===== src/gpp_pkg.sv =====
// package: sizes and reset values for the general purpose pin logic
`default_nettype none
package gpp_pkg;
    localparam int          GPP_NUM_PORTS  = 2;    // ports in the block
    localparam int          GPP_PORT_WIDTH = 8;    // pins per port
    localparam logic        GPP_DIR_RST    = 1'b0; // direction bit after reset: input
    localparam logic        GPP_OUT_RST    = 1'b0; // output value bit after reset
    localparam logic        GPP_OE_RST     = 1'b0; // pin driver after reset: off
    localparam logic        GPP_PU_RST     = 1'b0; // pull-up after reset: off
    localparam logic        GPP_SYNC_RST   = 1'b0; // synchroniser stages after reset
endpackage : gpp_pkg
`default_nettype wire


===== src/gpp_pin_sync.sv =====
// module: one pin's input clamp and two-stage input synchroniser
`timescale 1ns/1ps
`default_nettype none
module gpp_pin_sync
(
    input  wire logic clk_sys,
    input  wire logic rst_n,
    input  wire logic pin_level,
    input  wire logic clamp,
    output var  logic read_level
);
    import gpp_pkg::*;

    logic hold_stage;
    logic next_hold;
    logic next_read;

    // clamp ahead of the synchroniser, then falling-edge hold and rising-edge load
    always_comb
    begin
        next_hold = pin_level & ~clamp;     // [RL13]
        next_read = hold_stage;             // [RL11]
    end

    // first stage: takes the level present when the clock falls
    always_ff @(negedge clk_sys or negedge rst_n)
    begin
        if (!rst_n)
            hold_stage <= GPP_SYNC_RST;     // [RL20]
        else
            hold_stage <= next_hold;        // [RL11]
    end

    // second stage: the readable pin value
    always_ff @(posedge clk_sys or negedge rst_n)
    begin
        if (!rst_n)
            read_level <= GPP_SYNC_RST;     // [RL20]
        else
            read_level <= next_read;        // [RL10] [RL11]
    end
endmodule : gpp_pin_sync
`default_nettype wire


===== src/gpp_port.sv =====
// module: general purpose digital pin logic for a group of ports
//
// How it works
// [RL1] writing one to a pin read bit inverts its output value bit
// [RL2] with break-before-make, input to output keeps the pin off one cycle
// [RL3] break-before-make is chosen per port and covers all its pins
// [RL4] output to input never inserts an off cycle
// [RL5] software changes a direction bit at most once per two cycles
// [RL6] dir 0 out 0 floats, dir 0 out 1 pulls up, dir 1 drives
// [RL7] global or port pull-up disable alone suppresses the pull-ups
// [RL8] software goes via pull-up or output low between float and high
// [RL9] software goes via float or output high between pull-up and low
// [RL10] the pin level is readable whatever the direction
// [RL11] input held at clock fall, loaded into read bit at next rise
// [RL12] a driven value reads back one cycle later; software waits one slot
// [RL13] sleep clamp forces the digital input low before the synchroniser
// [RL14] clamp is lifted on pins whose external interrupt is enabled
// [RL15] clamp release on a high pin gives an edge to the interrupt logic
// [RL16] pull-ups are off throughout reset
// [RL17] direction one makes an output, zero an input
// [RL18] all pins float as soon as reset is active, clock or not
// [RL19] port pull-up disable is ored with the global pull-up disable
// [RL20] synchroniser and read bits clear to zero at reset
`timescale 1ns/1ps
`default_nettype none
module gpp_port
#(
    parameter int NUM_PORTS  = gpp_pkg::GPP_NUM_PORTS,
    parameter int PORT_WIDTH = gpp_pkg::GPP_PORT_WIDTH
)
(
    input  wire logic                              clk_sys,
    input  wire logic                              rst_n,
    input  wire logic [NUM_PORTS-1:0]              dir_we,
    input  wire logic [NUM_PORTS*PORT_WIDTH-1:0]   dir_wdata,
    input  wire logic [NUM_PORTS-1:0]              out_we,
    input  wire logic [NUM_PORTS*PORT_WIDTH-1:0]   out_wdata,
    input  wire logic [NUM_PORTS-1:0]              toggle_we,
    input  wire logic [NUM_PORTS*PORT_WIDTH-1:0]   toggle_wdata,
    input  wire logic                              global_pullup_disable,
    input  wire logic [NUM_PORTS-1:0]              port_pullup_disable,
    input  wire logic [NUM_PORTS-1:0]              break_before_make_enable,
    input  wire logic                              sleep_clamp_req,
    input  wire logic [NUM_PORTS*PORT_WIDTH-1:0]   ext_int_enable,
    input  wire logic [NUM_PORTS*PORT_WIDTH-1:0]   pin_in,
    output var  logic [NUM_PORTS*PORT_WIDTH-1:0]   pin_out,
    output var  logic [NUM_PORTS*PORT_WIDTH-1:0]   pin_oe,
    output var  logic [NUM_PORTS*PORT_WIDTH-1:0]   pin_pullup_en,
    output var  logic [NUM_PORTS*PORT_WIDTH-1:0]   direction_register_bit,
    output var  logic [NUM_PORTS*PORT_WIDTH-1:0]   output_value_bit,
    output var  logic [NUM_PORTS*PORT_WIDTH-1:0]   pin_read_toggle_bit
);
    import gpp_pkg::*;

    localparam int NPINS = NUM_PORTS * PORT_WIDTH;

    logic [NPINS-1:0] next_dir;
    logic [NPINS-1:0] next_out;
    logic [NPINS-1:0] next_oe;
    logic [NPINS-1:0] next_pu;
    logic [NPINS-1:0] clamp_act;
    logic [NPINS-1:0] pud_mask;
    logic [NPINS-1:0] bbm_mask;
    logic [NPINS-1:0] toggle_masked;

    // clamp applies in sleep unless the pin's external interrupt is enabled
    assign clamp_act = {NPINS{sleep_clamp_req}} & ~ext_int_enable;   // [RL13] [RL14]

    // per-pin copies of the port-wide pull-up disable and break-before-make bits
    always_comb
    begin
        pud_mask = '0;
        bbm_mask = '0;
        for (int p = 0; p < NUM_PORTS; p++)
        begin
            pud_mask[p*PORT_WIDTH +: PORT_WIDTH] =
                {PORT_WIDTH{global_pullup_disable | port_pullup_disable[p]}};  // [RL7] [RL19]
            bbm_mask[p*PORT_WIDTH +: PORT_WIDTH] =
                {PORT_WIDTH{break_before_make_enable[p]}};                     // [RL3]
        end
    end

    // next register values: writes, toggles, driver and pull-up decode
    always_comb
    begin
        next_dir = direction_register_bit;
        next_out = output_value_bit;
        for (int p = 0; p < NUM_PORTS; p++)
        begin
            if (dir_we[p])
                next_dir[p*PORT_WIDTH +: PORT_WIDTH] = dir_wdata[p*PORT_WIDTH +: PORT_WIDTH];
            if (out_we[p])
                next_out[p*PORT_WIDTH +: PORT_WIDTH] = out_wdata[p*PORT_WIDTH +: PORT_WIDTH];
            // toggle applies on top of a same-cycle write, whatever the direction
            if (toggle_we[p])
                next_out[p*PORT_WIDTH +: PORT_WIDTH] =
                    next_out[p*PORT_WIDTH +: PORT_WIDTH]
                    ^ toggle_wdata[p*PORT_WIDTH +: PORT_WIDTH];                // [RL1]
        end
        // driver follows direction; a rising direction bit under bbm waits one cycle
        next_oe = next_dir & ~(bbm_mask & next_dir & ~direction_register_bit); // [RL2] [RL4] [RL17]
        // pull-up only for input with output bit high and no disable
        next_pu = ~next_dir & next_out & ~pud_mask;                            // [RL6] [RL7]
    end

    // pin control registers; reset floats every pin at once, no clock needed
    always_ff @(posedge clk_sys or negedge rst_n)
    begin
        if (!rst_n)
        begin
            direction_register_bit <= {NPINS{GPP_DIR_RST}};
            output_value_bit       <= {NPINS{GPP_OUT_RST}};
            pin_oe                 <= {NPINS{GPP_OE_RST}};   // [RL18]
            pin_pullup_en          <= {NPINS{GPP_PU_RST}};   // [RL16]
            pin_out                <= {NPINS{GPP_OUT_RST}};
        end
        else
        begin
            direction_register_bit <= next_dir;              // [RL17]
            output_value_bit       <= next_out;
            pin_oe                 <= next_oe;               // [RL2]
            pin_pullup_en          <= next_pu;               // [RL6]
            pin_out                <= next_out;              // [RL6] [RL12]
        end
    end

    // input synchronisers, one per pin; a clamp release on a high pin is a rising edge
    generate
        for (genvar i = 0; i < NPINS; i++)
        begin : g_sync
            gpp_pin_sync u_sync
            (
                .clk_sys    (clk_sys),
                .rst_n      (rst_n),
                .pin_level  (pin_in[i]),
                .clamp      (clamp_act[i]),            // [RL15]
                .read_level (pin_read_toggle_bit[i])   // [RL10]
            );
        end
    endgenerate

    // checks on the control and read paths
    a_toggle_inverts_out: assert property (                                   // [RL1]
        @(posedge clk_sys) disable iff (!rst_n)
        (out_we == '0) |=> output_value_bit == ($past(output_value_bit)
            ^ $past(toggle_masked)))
        else $error("output bit not inverted by toggle write");

    // toggle data gated by the per-port strobe, for the toggle check only
    always_comb
    begin
        toggle_masked = '0;
        for (int p = 0; p < NUM_PORTS; p++)
            if (toggle_we[p])
                toggle_masked[p*PORT_WIDTH +: PORT_WIDTH] =
                    toggle_wdata[p*PORT_WIDTH +: PORT_WIDTH];
    end

    a_write_sets_out: assert property (                                       // [RL6]
        @(posedge clk_sys) disable iff (!rst_n)
        (out_we == '1 && toggle_we == '0) |=> output_value_bit == $past(out_wdata))
        else $error("output bit does not take written value");

    a_bbm_break_cycle: assert property (                                      // [RL2]
        @(posedge clk_sys) disable iff (!rst_n)
        ((pin_oe & $past(bbm_mask) & direction_register_bit
            & ~$past(direction_register_bit)) == '0))
        else $error("pin driven in the break-before-make cycle");

    a_bbm_make_next: assert property (                                        // [RL2]
        @(posedge clk_sys) disable iff (!rst_n)
        (dir_we == '0 && $past(dir_we) == '0) |-> pin_oe == direction_register_bit)
        else $error("driver not on after break-before-make cycle");

    a_no_bbm_direct: assert property (                                        // [RL3]
        @(posedge clk_sys) disable iff (!rst_n)
        ($past(break_before_make_enable) == '0) |-> pin_oe == direction_register_bit)
        else $error("driver delayed without break-before-make");

    a_out_to_in_off: assert property (                                        // [RL4]
        @(posedge clk_sys) disable iff (!rst_n)
        ((pin_oe & ~direction_register_bit) == '0))
        else $error("driver left on for an input pin");

    a_pullup_decode: assert property (                                        // [RL7]
        @(posedge clk_sys) disable iff (!rst_n)
        pin_pullup_en == (~direction_register_bit & output_value_bit
            & ~$past(pud_mask)))
        else $error("pull-up decode wrong");

    a_clamp_reads_low: assert property (                                      // [RL13]
        @(posedge clk_sys) disable iff (!rst_n)
        ##1 ((pin_read_toggle_bit & $past(clamp_act)) == '0))
        else $error("clamped pin reads high");

    a_drive_matches_out: assert property (                                    // [RL12]
        @(posedge clk_sys) disable iff (!rst_n)
        (out_we != '0) |=> pin_out == output_value_bit)
        else $error("pin level differs from output value bit");

endmodule : gpp_port
`default_nettype wire

===== config.mk =====
export PLATFORM = sky130hd
export DESIGN_NAME = gpp_port
export DESIGN_NICKNAME = d
export VERILOG_FILES = /design/src/gpp_pkg.sv /design/src/gpp_pin_sync.sv /design/src/gpp_port.sv
export SDC_FILE = /design/constraint.sdc
export NUM_CORES = 1
export LEC_CHECK = 0
export BUFFER_PORTS_ARGS = -buffer_cell sky130_fd_sc_hd__buf_2
export CORE_UTILIZATION = 48
export CTS_BUF_LIST = sky130_fd_sc_hd__clkbuf_4
export CTS_CLUSTER_SIZE = 16
export DETAILED_ROUTE_END_ITERATION = 8
export PLACE_DENSITY = 0.83
export SLEW_MARGIN = 20
export SYNTH_ARGS = -nofsm -noshare
export SYNTH_HDL_FRONTEND = slang
export SYNTH_SLANG_ARGS = --single-unit

===== constraint.sdc =====
create_clock -name clk_sys -period 1.8 [get_ports clk_sys]
set_input_delay 0.18 -clock clk_sys [delete_from_list [all_inputs] [get_ports clk_sys]]
set_output_delay 0.18 -clock clk_sys [all_outputs]
set_load 0.005 [all_outputs]

Word-level counts from Yosys, hierarchy flattened
Index checks and enable logic that the tools add are counted.
Widths: inputs -> output; s select.
- add/sub/neg operators: 0
- multipliers: 0
- divide/modulo/power cells: 0
- magnitude comparators: 0
- eq/ne operators: 0
- shift-type cells: 0
- mux-type cells: 6
- bitwise logic cells: 47
- reduce and logical (&&, ||, !) cells: 0
- operators by type and width (operator ; number):
    $and 16x16->16 ; 6
    $not 16->16 ; 5
    $mux 8 ; 6
    $and 1x1->1 ; 16
    $not 1->1 ; 16
    $xor 8x8->8 ; 2
    $or 1x1->1 ; 2
- register bits after elaboration: 96
- latch bits: 0
- RAM bits: 0
- ROM bits: 0
- bits of input ports: 94
- output and inout port bits: 96
- logic and storage cells: 89
- memories kept: 0

Longest topological paths before layout
- word-level depth: 5
- mapped depth: 4
- mapped depth without buffers: 3

Modules after synthesis
Synthesis repeated with hierarchy kept, for this count alone.
- cells, all modules: 283
- area, all modules: 3814.9 um^2
- by module, submodules not included (module ; instances ; cells an instance ; area each (um^2) ; seq. area each (um^2)):
    gpp_port ; 1 ; 235 ; 2793.9 ; 1601.5
    gpp_pin_sync ; 16 ; 3 ; 63.8 ; 50.0

==> impl_metrics.toml <==
[yosys]
synth.distinct_cells = 15
synth_xor_area_frac = 0.03693
synth-adder-area-share = 0
synth_edf_count = 0
synth_compound_area_frac = 0.08836
synth-warning-count = 0
ys_seq_area_frac = 0.6330
syn_nets = 393
synth_area_leader_cell = "dfrtp_1"
synth_flop_cell = "dfrtp_1"
yosys-top-cells-count = "80 x dfrtp_1, 32 x a21boi_0, 32 x buf_4, 32 x inv_1, 32 x nand2_1"
netlist_top_cells_area = "dfrtp_1 53%, dfrtn_1 11%, a21boi_0 6.3%, buf_4 6.3%, nor3b_2 5.3%"
synthSimpleGateAreaFrac = 0.08770
yosysMostFrequentCell = "dfrtp_1"
synthMuxAreaShare = 0.04220
syn_area_per_cell_sq_um = 12.69
synth_top_family_by_area = "buffers and inverters"
ys_ff_latch = 96
yosys.area.top_type_share = 0.5275
synth-async-reset-ratio = 1.000
syn_inst = 299
synth_area_sq_um = 3795

[timing]
hold_viol = 0
tns_ps = 0
hold_ws_ps = 27.63
maxSlewHeadroom = 0.6325
rsz0062_at_grt = "no"
worstMarginPinSlew_ps = 551.2
setup_viol = 0
report.final.slew_viol_count = 0
finalClockSkew_ps = 34.53

[placed_design]
place.gp.congestion = 0.7815
placed_area_sq_um = 4582
dpl.hpwl_um = 5926
portBuffers = 189

[route]
ant_nets = 0
drtIter0Drc = 133
postRouteWirelength_um = 7609
drc = 0
vias = 2658
viasPerCell = 4.639
wl_per_cell_um = 13.28
dr.pass1.iters = 4

[cts]
cts_hold_buf = 6
cts.sinks = 96
cts_setup_buffers = 0
cts_root_buffer = "clkbuf_4"
path_clk_slew_ps = 140
clk_path_buf_depth = 2
cts-resized-gates = 0
cts_inserted_buffers = 9
insertion_delay_ps = 410
htree_levels = 3
cts_tree = "built"

[layout]
drive_gt1_frac = 0.4841
post-route-util = 0.6183
fill_cells = 650
diodes = 0
final_nets = 560
synthToLayoutAreaGrowth_pct = 25.26
fin_area_sq_um = 4753

[global_routing]
grt_pass1_wl_um = 12170
top_usage_layer = "met2"
gr-usage-met2 = 0.3390
antenna_found_initial = 0
use_met3 = 0.04545
overflow = 0
grt_use_met1 = 0.2176
grt_max_degree = 46
grt_pass1_vias = 2633
track_usage = 0.1905

[pwr]
ir_drop_uv = 427.3
powerDensity_nw_per_um2 = 875.4
leakage_nw = 2.610

[floorplan]
io_pins = 190
initial_core_util = 0.4937
rows = 32
die_h_um = 90.92
die_area_sq_um = 8266
die_w_um = 90.92
coreArea_sq_um = 7687

[setup_path]
required_ps = 2160
cp.depth = 0
worstSetupEndpointType = "flop"
cp-start-kind = "flop"
cp_data_arrival_time_ps = 1690
r2r_setup_slack_ps = 470
cp_max_fo = 1
r2r_cells = 0
crit_start = "g_sync[9].u_sync.hold_stage"
critPathCapture = "g_sync[9].u_sync.read_level"
reg2reg_to = "g_sync[9].u_sync.read_level"
worstSetupPathType = "reg -> reg"
r2r-start = "g_sync[9].u_sync.hold_stage"

[flow_run]
maxCapViolCount = 0

[outcome]
status = "complete, no violations"

[worst_hold_path]
hold_class = "in -> reg"
[final cells by class]
class / count / area, sq um / area share
Clock buffer: 10 / 75.07 / 0.01579
Inverter: 32 / 120.1 / 0.02527
Sequential cell: 96 / 2402 / 0.5054
Clock inverter: 6 / 36.28 / 0.007634
Timing Repair Buffer: 197 / 1023 / 0.2153
Multi-Input combinational cell: 130 / 968.4 / 0.2037
Tap cell: 102 / 127.6 / 0.02685
[cell families after synthesis]
logic type	Yosys count
mux	16
compound gates	48
flops	96
buf+inv	73
simple gates	50
xor+xnor	16
[through the flow]
| stage | cells | total power [mW] | setup WS, ps |
|---|---|---|---|
| 2_1_floorplan | 299 | 2.927 | 242.3 |
| 3_5_place_dp | 551 | 3.261 | 161.5 |
| 4_1_cts | 573 | 4.221 | 477.3 |
| 5_1_grt | 573 | 4.395 | 455.3 |
| 6_report | 573 | 4.161 | 472.1 |
| 3_3_place_gp | 551 | 3.228 | 224.8 |
[registers in the layout, summed over array words and instances, names as in the netlist]
signal and cells:
g_sync.u_sync.hold_stage 16, output_value_bit 16, pin_pullup_en 16, direction_register_bit 16, g_sync.u_sync.read_level 16, pin_oe 16
[report_power, final]
part | total, mW | internal, mW | switching [mW]
combinational | 0.771 | 0.384 | 0.387
sequential | 2.45 | 2.36 | 0.0868
clock | 0.943 | 0.294 | 0.649
[cells in the final DEF, fill, tap and decap left out, drive strengths merged]
cell,instances
a21boi,32
buf,191
clkbuf,10
clkinv,6
dfrtn,16
dfrtp,80
dlygate4sd3,6
inv,32
mux2i,16
nand2,32
nor3b,16
o21ai,16
or2,2
xor2,16
[routing by layer]
metal	wire [um]	vias to the layer above	part of all wire
met3	507	13	0.067
li1	-	1255	-
met2	3925	114	0.52
met4	154	0	0.020
met5	0	-	0
met1	3021	1276	0.40
[worst min-delay path by stage]
| stage | slack [ps] | depth (start not counted) | end | start |
|---|---|---|---|---|
| final | 30 | 3 | output_value_bit[7] | toggle_wdata[7] |
| after global routing | 20 | 3 | output_value_bit[9] | toggle_wdata[9] |
| after CTS | 0.5 | 3 | output_value_bit[7] | toggle_wdata[7] |
| after detailed placement | 90 | 1 | g_sync[2].u_sync.read_level | rst_n |
| after global placement | 80 | 1 | g_sync[2].u_sync.read_level | rst_n |
| after floorplan | -120 | 0 | direction_register_bit[0] | rst_n |
(Power assumes the default switching activity.)
